===== src/hdl/load_seq_pkg.sv =====
// Purpose: constants and types shared by the generator load mode sequencer
// Assumes: 100 MHz pclk, APB register access, 16-bit load quantities
// Notes:   What this block does
//
// What this block does
// - breaker open: droop only, contacts ignored
// - breaker closed: honour base and unload contacts
// - base and unload closed: base load
// - unload only closed: isochronous load sharing
// - breaker closes: ramp load up linearly
// - stop soft ramp when load equals share
// - unload opens: ramp down to trip level
// - trip level in sharing: pulse breaker-open relay
// - utility trip: relay momentarily de-energised
// - base load entry: ramp to base setting
// - raise/lower move base target, rated follow
// - both closed, external above minimum: use it
// - breaker opens: drop bias, reset loading
// - base from sharing ignores other units
// - base opens: ramp to share, stop ramps
// - droop lowers speed as load rises
// - power loss restores last saved settings
package load_seq_pkg;

  // ***********************************************
  // clocking and control tick
  // ***********************************************
  localparam int CLK_NS        = 10;    // pclk period
  localparam int TICK_NS       = 1000;  // control cycle period
  localparam int TICK_CYCLES   = TICK_NS / CLK_NS;
  localparam int TICK_W        = 8;

  // ***********************************************
  // data widths
  // ***********************************************
  localparam int LOAD_W        = 16;    // load and set point width
  localparam int SET_N         = 7;     // number of stored settings
  localparam int SET_AW        = 3;     // setting index width
  localparam int PAW           = 8;     // apb address width

  // ***********************************************
  // register byte offsets
  // ***********************************************
  localparam logic [PAW-1:0] CTRL_OFS   = 8'h00; // control, save
  localparam logic [PAW-1:0] STATUS_OFS = 8'h04; // mode and contacts
  localparam logic [PAW-1:0] LREF_OFS   = 8'h08; // ramped load reference
  localparam logic [PAW-1:0] DROOP_OFS  = 8'h0C; // droop term
  localparam logic [PAW-1:0] SET0_OFS   = 8'h10; // first setting word

  // setting word indices
  localparam logic [SET_AW-1:0] S_BASE   = 3'h0; // base-load set point
  localparam logic [SET_AW-1:0] S_LRATE  = 3'h1; // load step per tick
  localparam logic [SET_AW-1:0] S_URATE  = 3'h2; // unload step per tick
  localparam logic [SET_AW-1:0] S_TRIP   = 3'h3; // unload trip level
  localparam logic [SET_AW-1:0] S_ADJ    = 3'h4; // raise/lower target step
  localparam logic [SET_AW-1:0] S_PULSE  = 3'h5; // relay pulse ticks
  localparam logic [SET_AW-1:0] S_DROOP  = 3'h6; // droop gain /256

  // control bits
  localparam int CTRL_SAVE_BIT = 0;     // write one: save settings
  localparam int CTRL_UTIL_BIT = 1;     // relay held energised (utility)

  // ***********************************************
  // reset values and limits
  // ***********************************************
  localparam logic [LOAD_W-1:0] SET_RST     = 16'h0000;
  localparam logic [LOAD_W-1:0] EXT_MIN     = 16'h0333; // 1/80 of full scale, 0.25 mA on 0-20 mA
  localparam logic [LOAD_W-1:0] LOAD_MAX    = 16'hFFFF;
  localparam logic [LOAD_W-1:0] PULSE_RST   = 16'h0032; // default pulse ticks

  // contact vector positions
  localparam int C_BRK = 0;
  localparam int C_BASE = 1;
  localparam int C_UNL = 2;
  localparam int C_RAI = 3;
  localparam int C_LOW = 4;

  // load control modes, one-hot
  typedef enum logic [6:0] {
    M_DROOP  = 7'h01,  // breaker open
    M_SOFT   = 7'h02,  // soft loading into sharing
    M_SHARE  = 7'h04,  // isochronous sharing, ramps off
    M_BASE   = 7'h08,  // base load
    M_RETURN = 7'h10,  // ramp back to share level
    M_UNLOAD = 7'h20,  // ramp down to trip level
    M_TRIP   = 7'h40   // trip reached, pulse given
  } mode_type;

endpackage


===== src/hdl/setting_store.sv =====
// Purpose: retained store of saved settings
// Assumes: contents survive presetn, which stands in for power removal
// Notes:   read data comes out of a register one cycle after the address
`timescale 1ns/1ps
module setting_store (
  input  wire logic                                   pclk,
  input  wire logic                                   we,
  input  wire logic [load_seq_pkg::SET_AW-1:0]        waddr,
  input  wire logic [load_seq_pkg::LOAD_W-1:0]        wdata,
  input  wire logic [load_seq_pkg::SET_AW-1:0]        raddr,
  output logic      [load_seq_pkg::LOAD_W-1:0]        rdata_r
);
  import load_seq_pkg::*;

  // ***********************************************
  // storage array, deliberately not reset
  // ***********************************************
  logic [LOAD_W-1:0] mem [0:SET_N-1];  // saved words

  // write port
  always_ff @(posedge pclk) begin
    if (we) begin
      mem[waddr] <= wdata;
    end
  end

  // registered read port
  always_ff @(posedge pclk) begin
    rdata_r <= mem[raddr];
  end

endmodule


===== src/hdl/load_mode_sequencer.sv =====
// Purpose: generator load mode sequencer with apb settings
// Assumes: contacts are asynchronous pins; load words share pclk
// Notes:   all mode and ramp changes happen on the control tick
`timescale 1ns/1ps
module load_mode_sequencer (
  input  wire logic                               pclk,
  input  wire logic                               presetn,
  input  wire logic                               psel,
  input  wire logic                               penable,
  input  wire logic                               pwrite,
  input  wire logic [load_seq_pkg::PAW-1:0]       paddr,
  input  wire logic [31:0]                        pwdata,
  output logic      [31:0]                        prdata_r,
  output logic                                    pready_r,
  output logic                                    pslverr_r,
  input  wire logic                               breaker_closed_input,
  input  wire logic                               base_load_in,
  input  wire logic                               unload_in,
  input  wire logic                               raise_load_in,
  input  wire logic                               lower_load_in,
  input  wire logic [load_seq_pkg::LOAD_W-1:0]    ext_load_setting,
  input  wire logic [load_seq_pkg::LOAD_W-1:0]    system_share,
  input  wire logic [load_seq_pkg::LOAD_W-1:0]    unit_load,
  output logic      [load_seq_pkg::LOAD_W-1:0]    load_bias_r,
  output logic      [load_seq_pkg::LOAD_W-1:0]    droop_term_r,
  output logic                                    droop_active_r,
  output logic                                    breaker_open_relay_r
);
  import load_seq_pkg::*;

  // ***********************************************
  // helper functions
  // ***********************************************
  // setting index of an address, valid when in range
  function automatic logic [SET_AW-1:0] set_index(input logic [PAW-1:0] a);
    set_index = SET_AW'((a - SET0_OFS) >> 2);
  endfunction
  // address hits a setting word; higher addresses must not alias onto them
  function automatic logic is_set(input logic [PAW-1:0] a);
    is_set = (a >= SET0_OFS) && (a < SET0_OFS + PAW'(4 * SET_N)) && (a[1:0] == 2'b00);
  endfunction
  // one ramp step toward a target, never overshooting
  function automatic logic [LOAD_W-1:0] step_to(input logic [LOAD_W-1:0] cur, tgt, up, dn);
    if (cur < tgt) step_to = ((tgt - cur) > up) ? LOAD_W'(cur + up) : tgt;
    else step_to = ((cur - tgt) > dn) ? LOAD_W'(cur - dn) : tgt;
  endfunction

  // ***********************************************
  // contact synchronisers and control tick
  // ***********************************************
  logic [4:0]        cont_s1_r;   // first stage, read by second only
  logic [4:0]        cont_s2_r;   // synchronised contacts
  logic [4:0]        cont_r;      // contacts latched on the tick
  logic [TICK_W-1:0] tick_cnt_r;  // control cycle counter
  logic              tick_r;      // one-cycle control tick
  // two-flop synchroniser for all contact pins
  always_ff @(posedge pclk or negedge presetn) begin
    if (!presetn) begin
      cont_s1_r <= 5'h00;
      cont_s2_r <= 5'h00;
    end else begin
      cont_s1_r <= {lower_load_in, raise_load_in, unload_in, base_load_in, breaker_closed_input};
      cont_s2_r <= cont_s1_r;
    end
  end
  // periodic tick; contacts sampled only here, so one view per cycle
  always_ff @(posedge pclk or negedge presetn) begin
    if (!presetn) begin
      tick_cnt_r <= '0;
      tick_r     <= 1'b0;
      cont_r     <= 5'h00;
    end else begin
      tick_r <= (tick_cnt_r == TICK_W'(TICK_CYCLES - 1));
      if (tick_cnt_r == TICK_W'(TICK_CYCLES - 1)) begin
        tick_cnt_r <= '0;
        cont_r     <= cont_s2_r;
      end else begin
        tick_cnt_r <= tick_cnt_r + 1'b1;
      end
    end
  end

  // ***********************************************
  // settings, save and restore
  // ***********************************************
  logic [LOAD_W-1:0] set_r [0:SET_N-1]; // working settings
  logic              util_r;            // relay idles energised
  logic              busy_r;            // save or restore running
  logic              saving_r;          // direction of the copy
  logic [SET_AW-1:0] xfer_r;            // copy index
  logic              rd_vld_r;          // restore data arrives next
  logic [SET_AW-1:0] rd_idx_r;          // index of arriving word
  logic [LOAD_W-1:0] store_q;           // store read data
  logic              apb_wr;            // completed write
  logic              save_req;          // software asked to save
  assign apb_wr   = psel & penable & pready_r & pwrite;
  assign save_req = apb_wr & (paddr == CTRL_OFS) & pwdata[CTRL_SAVE_BIT];
  setting_store u_store (
    .pclk    (pclk),
    .we      (busy_r & saving_r),
    .waddr   (xfer_r),
    .wdata   (set_r[xfer_r]),
    .raddr   (xfer_r),
    .rdata_r (store_q)
  );
  // copy sequencer; restore runs from reset so unsaved edits are lost
  always_ff @(posedge pclk or negedge presetn) begin
    if (!presetn) begin
      busy_r   <= 1'b1;
      saving_r <= 1'b0;
      xfer_r   <= '0;
      rd_vld_r <= 1'b0;
      rd_idx_r <= '0;
    end else begin
      rd_vld_r <= busy_r & ~saving_r;
      rd_idx_r <= xfer_r;
      if (busy_r) begin
        if (xfer_r == SET_AW'(SET_N - 1)) begin
          busy_r <= 1'b0;
          xfer_r <= '0;
        end else begin
          xfer_r <= xfer_r + 1'b1;
        end
      end else if (save_req) begin
        busy_r   <= 1'b1;
        saving_r <= 1'b1;
      end
    end
  end
  // working settings: apb writes and restored words
  genvar gi;
  generate
    for (gi = 0; gi < SET_N; gi++) begin : g_set
      always_ff @(posedge pclk or negedge presetn) begin
        if (!presetn) begin
          set_r[gi] <= (gi == S_PULSE) ? PULSE_RST : SET_RST;
        end else if (rd_vld_r && rd_idx_r == SET_AW'(gi)) begin
          set_r[gi] <= store_q;
        end else if (apb_wr && is_set(paddr) && set_index(paddr) == SET_AW'(gi)) begin
          set_r[gi] <= pwdata[LOAD_W-1:0];
        end
      end
    end
  endgenerate
  // relay polarity choice for utility service
  always_ff @(posedge pclk or negedge presetn) begin
    if (!presetn) begin
      util_r <= 1'b0;
    end else if (apb_wr && paddr == CTRL_OFS) begin
      util_r <= pwdata[CTRL_UTIL_BIT];
    end
  end

  // ***********************************************
  // mode sequencer and ramp
  // ***********************************************
  mode_type          mode_r;      // current load control mode
  logic [LOAD_W-1:0] load_ref_r;  // ramped unit load reference
  logic [LOAD_W-1:0] base_tgt_r;  // adjustable base target
  logic [LOAD_W-1:0] pulse_cnt_r; // relay pulse ticks left
  logic              pulsed_r;    // pulse already given this unload
  logic              brk;         // contacts as seen on the tick
  logic              base_c;
  logic              unl_c;
  logic              both_rl;
  logic [LOAD_W-1:0] base_use;    // base target actually followed
  assign brk     = cont_r[C_BRK];
  assign base_c  = cont_r[C_BASE];
  assign unl_c   = cont_r[C_UNL];
  assign both_rl = cont_r[C_RAI] & cont_r[C_LOW];
  // external setting wins only above its live-zero minimum
  assign base_use = (both_rl && ext_load_setting > EXT_MIN) ? ext_load_setting
                                                            : base_tgt_r;
  // mode transitions; switchgear only closes base when paralleled
  always_ff @(posedge pclk or negedge presetn) begin
    if (!presetn) begin
      mode_r <= M_DROOP;
    end else if (tick_r && !busy_r) begin
      if (!brk) begin
        mode_r <= M_DROOP;
      end else begin
        case (mode_r)
          M_DROOP: begin
            // breaker just closed: mode contacts now count
            if (base_c && unl_c) begin
              mode_r <= M_BASE;
            end else if (unl_c) begin
              mode_r <= M_SOFT;
            end else begin
              mode_r <= M_UNLOAD;
            end
          end
          M_SOFT, M_SHARE, M_RETURN: begin
            if (!unl_c) begin
              mode_r <= M_UNLOAD;
            end else if (base_c) begin
              mode_r <= M_BASE;
            end else if (mode_r != M_SHARE && load_ref_r == system_share) begin
              mode_r <= M_SHARE;
            end
          end
          M_BASE: begin
            if (!unl_c) begin
              mode_r <= M_UNLOAD;
            end else if (!base_c) begin
              mode_r <= M_RETURN;
            end
          end
          M_UNLOAD: begin
            if (load_ref_r == set_r[S_TRIP]) begin
              mode_r <= M_TRIP;
            end
          end
          M_TRIP: begin
            // reclosing unload resumes loading without a new breaker cycle
            if (unl_c) begin
              mode_r <= base_c ? M_BASE : M_SOFT;
            end
          end
          default: mode_r <= M_DROOP;
        endcase
      end
    end
  end
  // load reference ramp, stepped once per tick
  always_ff @(posedge pclk or negedge presetn) begin
    if (!presetn) begin
      load_ref_r <= '0;
    end else if (tick_r && !busy_r) begin
      case (mode_r)
        M_DROOP:  load_ref_r <= '0;
        M_SOFT:   load_ref_r <= step_to(load_ref_r, system_share, set_r[S_LRATE],
                                        set_r[S_LRATE]);
        M_SHARE:  load_ref_r <= system_share;  // ramps disabled
        M_BASE:   load_ref_r <= step_to(load_ref_r, base_use, set_r[S_LRATE],
                                        set_r[S_URATE]);
        M_RETURN: load_ref_r <= step_to(load_ref_r, system_share, set_r[S_LRATE],
                                        set_r[S_URATE]);
        M_UNLOAD: load_ref_r <= step_to(load_ref_r, set_r[S_TRIP], set_r[S_URATE],
                                        set_r[S_URATE]);
        M_TRIP:   load_ref_r <= set_r[S_TRIP];
        default:  load_ref_r <= '0;
      endcase
    end
  end

  // base target: raise/lower contacts step it, saturating at the ends
  always_ff @(posedge pclk or negedge presetn) begin
    if (!presetn) begin
      base_tgt_r <= SET_RST;
    end else if (busy_r || mode_r != M_BASE) begin
      base_tgt_r <= set_r[S_BASE];  // each entry starts from the setting
    end else if (tick_r && cont_r[C_RAI] && !cont_r[C_LOW]) begin
      base_tgt_r <= (LOAD_MAX - base_tgt_r > set_r[S_ADJ]) ?
                    LOAD_W'(base_tgt_r + set_r[S_ADJ]) : LOAD_MAX;
    end else if (tick_r && cont_r[C_LOW] && !cont_r[C_RAI]) begin
      base_tgt_r <= (base_tgt_r > set_r[S_ADJ]) ?
                    LOAD_W'(base_tgt_r - set_r[S_ADJ]) : '0;
    end
  end

  // ***********************************************
  // breaker-open relay pulse
  // ***********************************************
  // one pulse per unload; cleared on breaker open or when loading restarts
  always_ff @(posedge pclk or negedge presetn) begin
    if (!presetn) begin
      pulse_cnt_r <= '0;
      pulsed_r    <= 1'b0;
    end else if (tick_r) begin
      if (mode_r == M_DROOP || mode_r == M_SOFT || mode_r == M_BASE) begin
        pulsed_r <= 1'b0;
      end
      if (mode_r == M_TRIP && !pulsed_r) begin
        pulse_cnt_r <= set_r[S_PULSE];
        pulsed_r    <= 1'b1;
      end else if (pulse_cnt_r != '0) begin
        pulse_cnt_r <= pulse_cnt_r - 1'b1;
      end
    end
  end

  // relay level: sharing energises, utility service drops out
  always_ff @(posedge pclk or negedge presetn) begin
    if (!presetn) begin
      breaker_open_relay_r <= 1'b0;
    end else begin
      breaker_open_relay_r <= util_r ^ (pulse_cnt_r != '0);
    end
  end

  // ***********************************************
  // speed reference contributions
  // ***********************************************
  logic [2*LOAD_W-1:0] droop_prod;  // load times droop gain
  assign droop_prod = unit_load * set_r[S_DROOP];
  // droop term subtracts from speed as load rises; bias only when loading
  always_ff @(posedge pclk or negedge presetn) begin
    if (!presetn) begin
      droop_active_r <= 1'b1;
      droop_term_r   <= '0;
      load_bias_r    <= '0;
    end else begin
      droop_active_r <= (mode_r == M_DROOP);
      droop_term_r   <= (mode_r == M_DROOP) ? droop_prod[LOAD_W+7:8] : '0;
      load_bias_r    <= (mode_r == M_DROOP) ? '0 : load_ref_r;
    end
  end

  // ***********************************************
  // apb slave: no wait state, registered answer
  // ***********************************************
  always_ff @(posedge pclk or negedge presetn) begin
    if (!presetn) begin
      pready_r  <= 1'b0;
      pslverr_r <= 1'b0;
      prdata_r  <= 32'h0000_0000;
    end else begin
      pready_r  <= psel & ~penable;
      pslverr_r <= 1'b0;
      prdata_r  <= 32'h0000_0000;
      if (psel && !penable) begin
        if (is_set(paddr)) begin
          prdata_r <= {16'h0000, set_r[set_index(paddr)]};
        end else begin
          case (paddr)
            CTRL_OFS:   prdata_r <= {30'h0, util_r, 1'b0};
            STATUS_OFS: prdata_r <= {15'h0, busy_r, 3'h0, cont_r, 1'b0, mode_r};
            LREF_OFS:   prdata_r <= {16'h0000, load_ref_r};
            DROOP_OFS:  prdata_r <= {16'h0000, droop_term_r};
            default:    pslverr_r <= 1'b1;  // unmapped
          endcase
        end
      end
    end
  end

endmodule


===== config.mk =====
export PLATFORM = sky130hd
export DESIGN_NAME = load_mode_sequencer
export DESIGN_NICKNAME = d
export VERILOG_FILES = /design/src/hdl/load_seq_pkg.sv /design/src/hdl/setting_store.sv /design/src/hdl/load_mode_sequencer.sv
export SDC_FILE = /design/constraint.sdc
export NUM_CORES = 2
export LEC_CHECK = 0
export BUFFER_PORTS_ARGS = -buffer_cell sky130_fd_sc_hd__buf_4
export CAP_MARGIN = 15
export CORE_MARGIN = 5
export CORE_UTILIZATION = 60
export DETAILED_ROUTE_END_ITERATION = 16
export PLACE_DENSITY = 0.78
export SLEW_MARGIN = 20
export SYNTH_ARGS = -nofsm -noshare
export SYNTH_HDL_FRONTEND = slang
export SYNTH_HIERARCHICAL = 1
export SYNTH_SLANG_ARGS = --single-unit
export TNS_END_PERCENT = 20

===== constraint.sdc =====
create_clock -name pclk -period 8.2 [get_ports pclk]
set_input_delay 1.23 -clock pclk [delete_from_list [all_inputs] [get_ports pclk]]
set_output_delay 1.23 -clock pclk [all_outputs]
set_load 0.01 [all_outputs]

==> summary.md <==
The flow ran to the end, and the final reports show no timing, DRC or antenna violations. For the worst setup path, the data required time is 8.65 ns. The share of cells above drive strength 1 is 0.105, and the initial core utilization is 0.602. For the total routing usage reported by global routing, the log shows 0.385.

166 I/O pins were placed. The design draws 4910 uW. The critical path capture point type was a flop. Routability-driven placement finished with a final weighted congestion of 1.04.

The power density over the cells was 118 nW/um^2; the synthesis warning total was 6. Setup repair after global routing left no endpoint under its margin. The final period utilization is 0.871. The clock sink count came out at 383. The arrival time at the worst endpoint is 7.59 ns, and the number of buffers inserted by post-CTS setup repair is 0. TritonCTS built the clock tree. The length of the first detailed-routing pass in iterations is 6. The number of cell rows was 93. In this run, CTS created clock tree buffers numbering 43. In this run the worst path has a maximum fanout of 6. The sequential share of the synthesized area came out at 0.261.

The root buffer cell chosen for the clock tree is clkbuf_16. Setup slack on the critical path of the routed design comes to 1.06 ns. The tool flagged a number of max-cap violations equal to 0. Each instance of the synthesized netlist takes up on average 8.94 um^2. The count of nets left with antenna violations once routing finished came out at 0. Leading register cell type out of synthesis: dfrtp_1. The post-synthesis async set-or-reset flop share is 0.666. The floorplan step defined a die boundary enclosing 69400 um^2. The setup clock skew after layout is 0.0244 ns, and the count of flip-flops with a built-in enable after synthesis is 112. The clock latency on the worst-skew pair was 0.61 ns.

Number of gates given a new drive strength after cts: 0. The count of input and output buffers is 134, and the number of global-route vias before repair is 33076. The top cell types in the final layout, fill and taps aside, are nand2_1, inv_1, ha_1. The tools report the number of antenna violations at the first check in global routing as 1. The slew of the pin with the lowest slew margin was 1.11 ns.

In the routed layout, each cell is associated on average with a via count of 6.60. The tightest slew margin relative to the limit was 0.259. For this block, the initial DRC count from the detailed router was 4238. Counting flops and latches in the post-synthesis netlist gives 383.

The tools report the half-perimeter wire length of the detailed placement result as 105000 um. The die width came out at 263 um. On the final layout, the worst hold slack is 0.349 ns. The library cell used most frequently in the layout, excluding fill and tap cells, is nand2_1. Summed over all cells, the static leakage comes to 0.0189 uW.

Buffers inserted to repair hold after CTS numbered 0. For the number of buffers between clock root and the deepest sink, the log shows 3. The routed length per placed instance was 26.5 um; the post-place setup slack was 0.612 ns. Summing over every cut layer, the via total after detailed routing is 34445.

Across the VDD grid, the largest voltage drop is 258 uV. The setup violation total in the final timing report came out at 0. The cell area that synthesis handed to floorplanning was 38500 um^2. Synthesis instantiated 106 different standard cells from the library.

The final antenna diode count came out at 0. The maximum clock rate is 0.140 GHz, and the number of H-tree levels is 2. The run gives 0 as the number of hold violations in the final report. Wire length of the first global-routing pass: 206000 um. The tightest min-delay check is of the reg -> reg type.

The run gives 0 as the count of unresolved DRC violations after routing. The number of standard cells after synthesis came out at 4314. The critical path is of the in -> reg type.

The final sum of negative setup slack came out at 0 ns. In this run the vertical extent of the chip is 263 um. The layout-stage area growth over the synthesis result is 8.22%. After global routing the overflow that remains totals 0.

The logs give 131 for the maximum number of pins on one net before global-route repair and 64000 um^2 for the area of the core. The kind of start point of the critical path was an input pin. Post-route minimum period: 7.14 ns. The net count of the finished layout is 4982. The clock slew at the register clock pins of the worst setup and hold paths works out to 0.06 ns. The tools report the final routed wirelength across all metal layers as 138000 um. The tools report the max-slew violation total from the final report as 0.
[report_power, final]
part | internal [uW] | switching [uW] | leakage [uW]
Clock | 1200 | 893 | 0.000749
Combinational | 276 | 506 | 0.0139
Sequential | 1990 | 43.4 | 0.00423
Total | 3470 | 1440 | 0.0189
[sequential cells by signal, summed over array words and instances, names as in the netlist, 3 cells and up]
| name | flops |
|---|---|
| base_tgt_r | 16 |
| cont_r | 5 |
| cont_s1_r | 5 |
| cont_s2_r | 5 |
| droop_term_r | 16 |
| load_bias_r | 16 |
| load_ref_r | 16 |
| mode_r | 7 |
| prdata_r | 17 |
| pulse_cnt_r | 16 |
| rd_idx_r | 3 |
| set_r | 112 |
| tick_cnt_r | 8 |
| u_store/mem | 112 |
| u_store/rdata_r | 16 |
| xfer_r | 3 |
[critical path, stage by stage]
cell and delay [ns]:
buf_4 0.12, o211a_1 0.22, o311ai_1 0.30, a41o_1 0.34, mux2i_1 0.45, inv_1 0.09
ha_1 0.37, nor2b_1 0.17, o21ai_0 0.21, a21boi_0 0.16, o21ai_0 0.27, a21boi_0 0.16
o21ai_0 0.33, a21oi_1 0.18, o41ai_1 0.34, xnor2_1 0.11, ha_1 0.28, nand4_1 0.12
nor3_1 0.33, o221ai_1 0.19, a221oi_1 0.46, nand2_1 0.31, nand2b_1 0.31, o221ai_1 0.15
a211oi_1 0.28, a32oi_1 0.12
[area by class of cell]
type | count | area (um^2)
tap | 855 | 1070
fill | 5367 | 22300
clock buffer | 55 | 1220
multi-input combinational | 3287 | 25900
timing repair buffer | 206 | 1570
inverter | 407 | 1530
sequential | 383 | 10100
clock inverter | 25 | 312
[metal layers]
metal	track usage	part of all wire	up-vias
met5	0	0.000094	-
met4	0.259	0.087	2
met3	0.0673	0.10	549
met2	0.595	0.44	2126
met1	0.497	0.37	16596
li1	-	-	15172
[Yosys cell counts (43+ instances only)]
cell,instances,area (um^2)
fa_1,179,3580
xor2_1,43,377
nand3_1,47,235
nand2_1,433,1630
clkbuf_1,167,627
a21oi_1,253,1270
dfrtp_1,249,6230
mux2i_1,206,2060
inv_1,404,1520
a21o_1,57,428
mux2_2,45,507
o21ai_0,279,1400
ha_1,377,4720
edfxtp_1,112,3360
and2_1,88,551
nand2b_1,61,382
nor2_1,324,1220
xnor2_1,101,885
nor3_1,70,350
[logic make-up after synthesis]
kind of cell,share of synthesized area
simple gates,0.150
compound gates,0.182
buf+inv,0.0691
fa+ha+maj,0.215
flops,0.261
mux,0.0898
xor+xnor,0.0327
other cells,0.0000973
[through the flow]
| stage | util | area, um^2 | instances |
|---|---|---|---|
| after floorplan | - | 38600 | 4328 |
| after global placement | 0.628 | 40200 | 5138 |
| after CTS | 0.652 | 41700 | 5218 |
| after global routing | 0.652 | 41700 | 5218 |
| after detailed placement | 0.628 | 40200 | 5138 |
| final | 0.652 | 41700 | 5218 |
[final timing paths]
check,from,to,slack (ns),cells after the start
max,ext_load_setting[3],load_ref_r[10],1.06,26
min,cont_s1_r[1],cont_s2_r[1],0.35,0
max reg2reg,set_r[7],droop_term_r[15],1.30,22
min reg2reg,cont_s1_r[1],cont_s2_r[1],0.35,0
max in group asynchronous,presetn,load_bias_r[3],6.25,2
min in group asynchronous,presetn,base_tgt_r[8],0.55,1
Power figures use the tool's default switching activity.
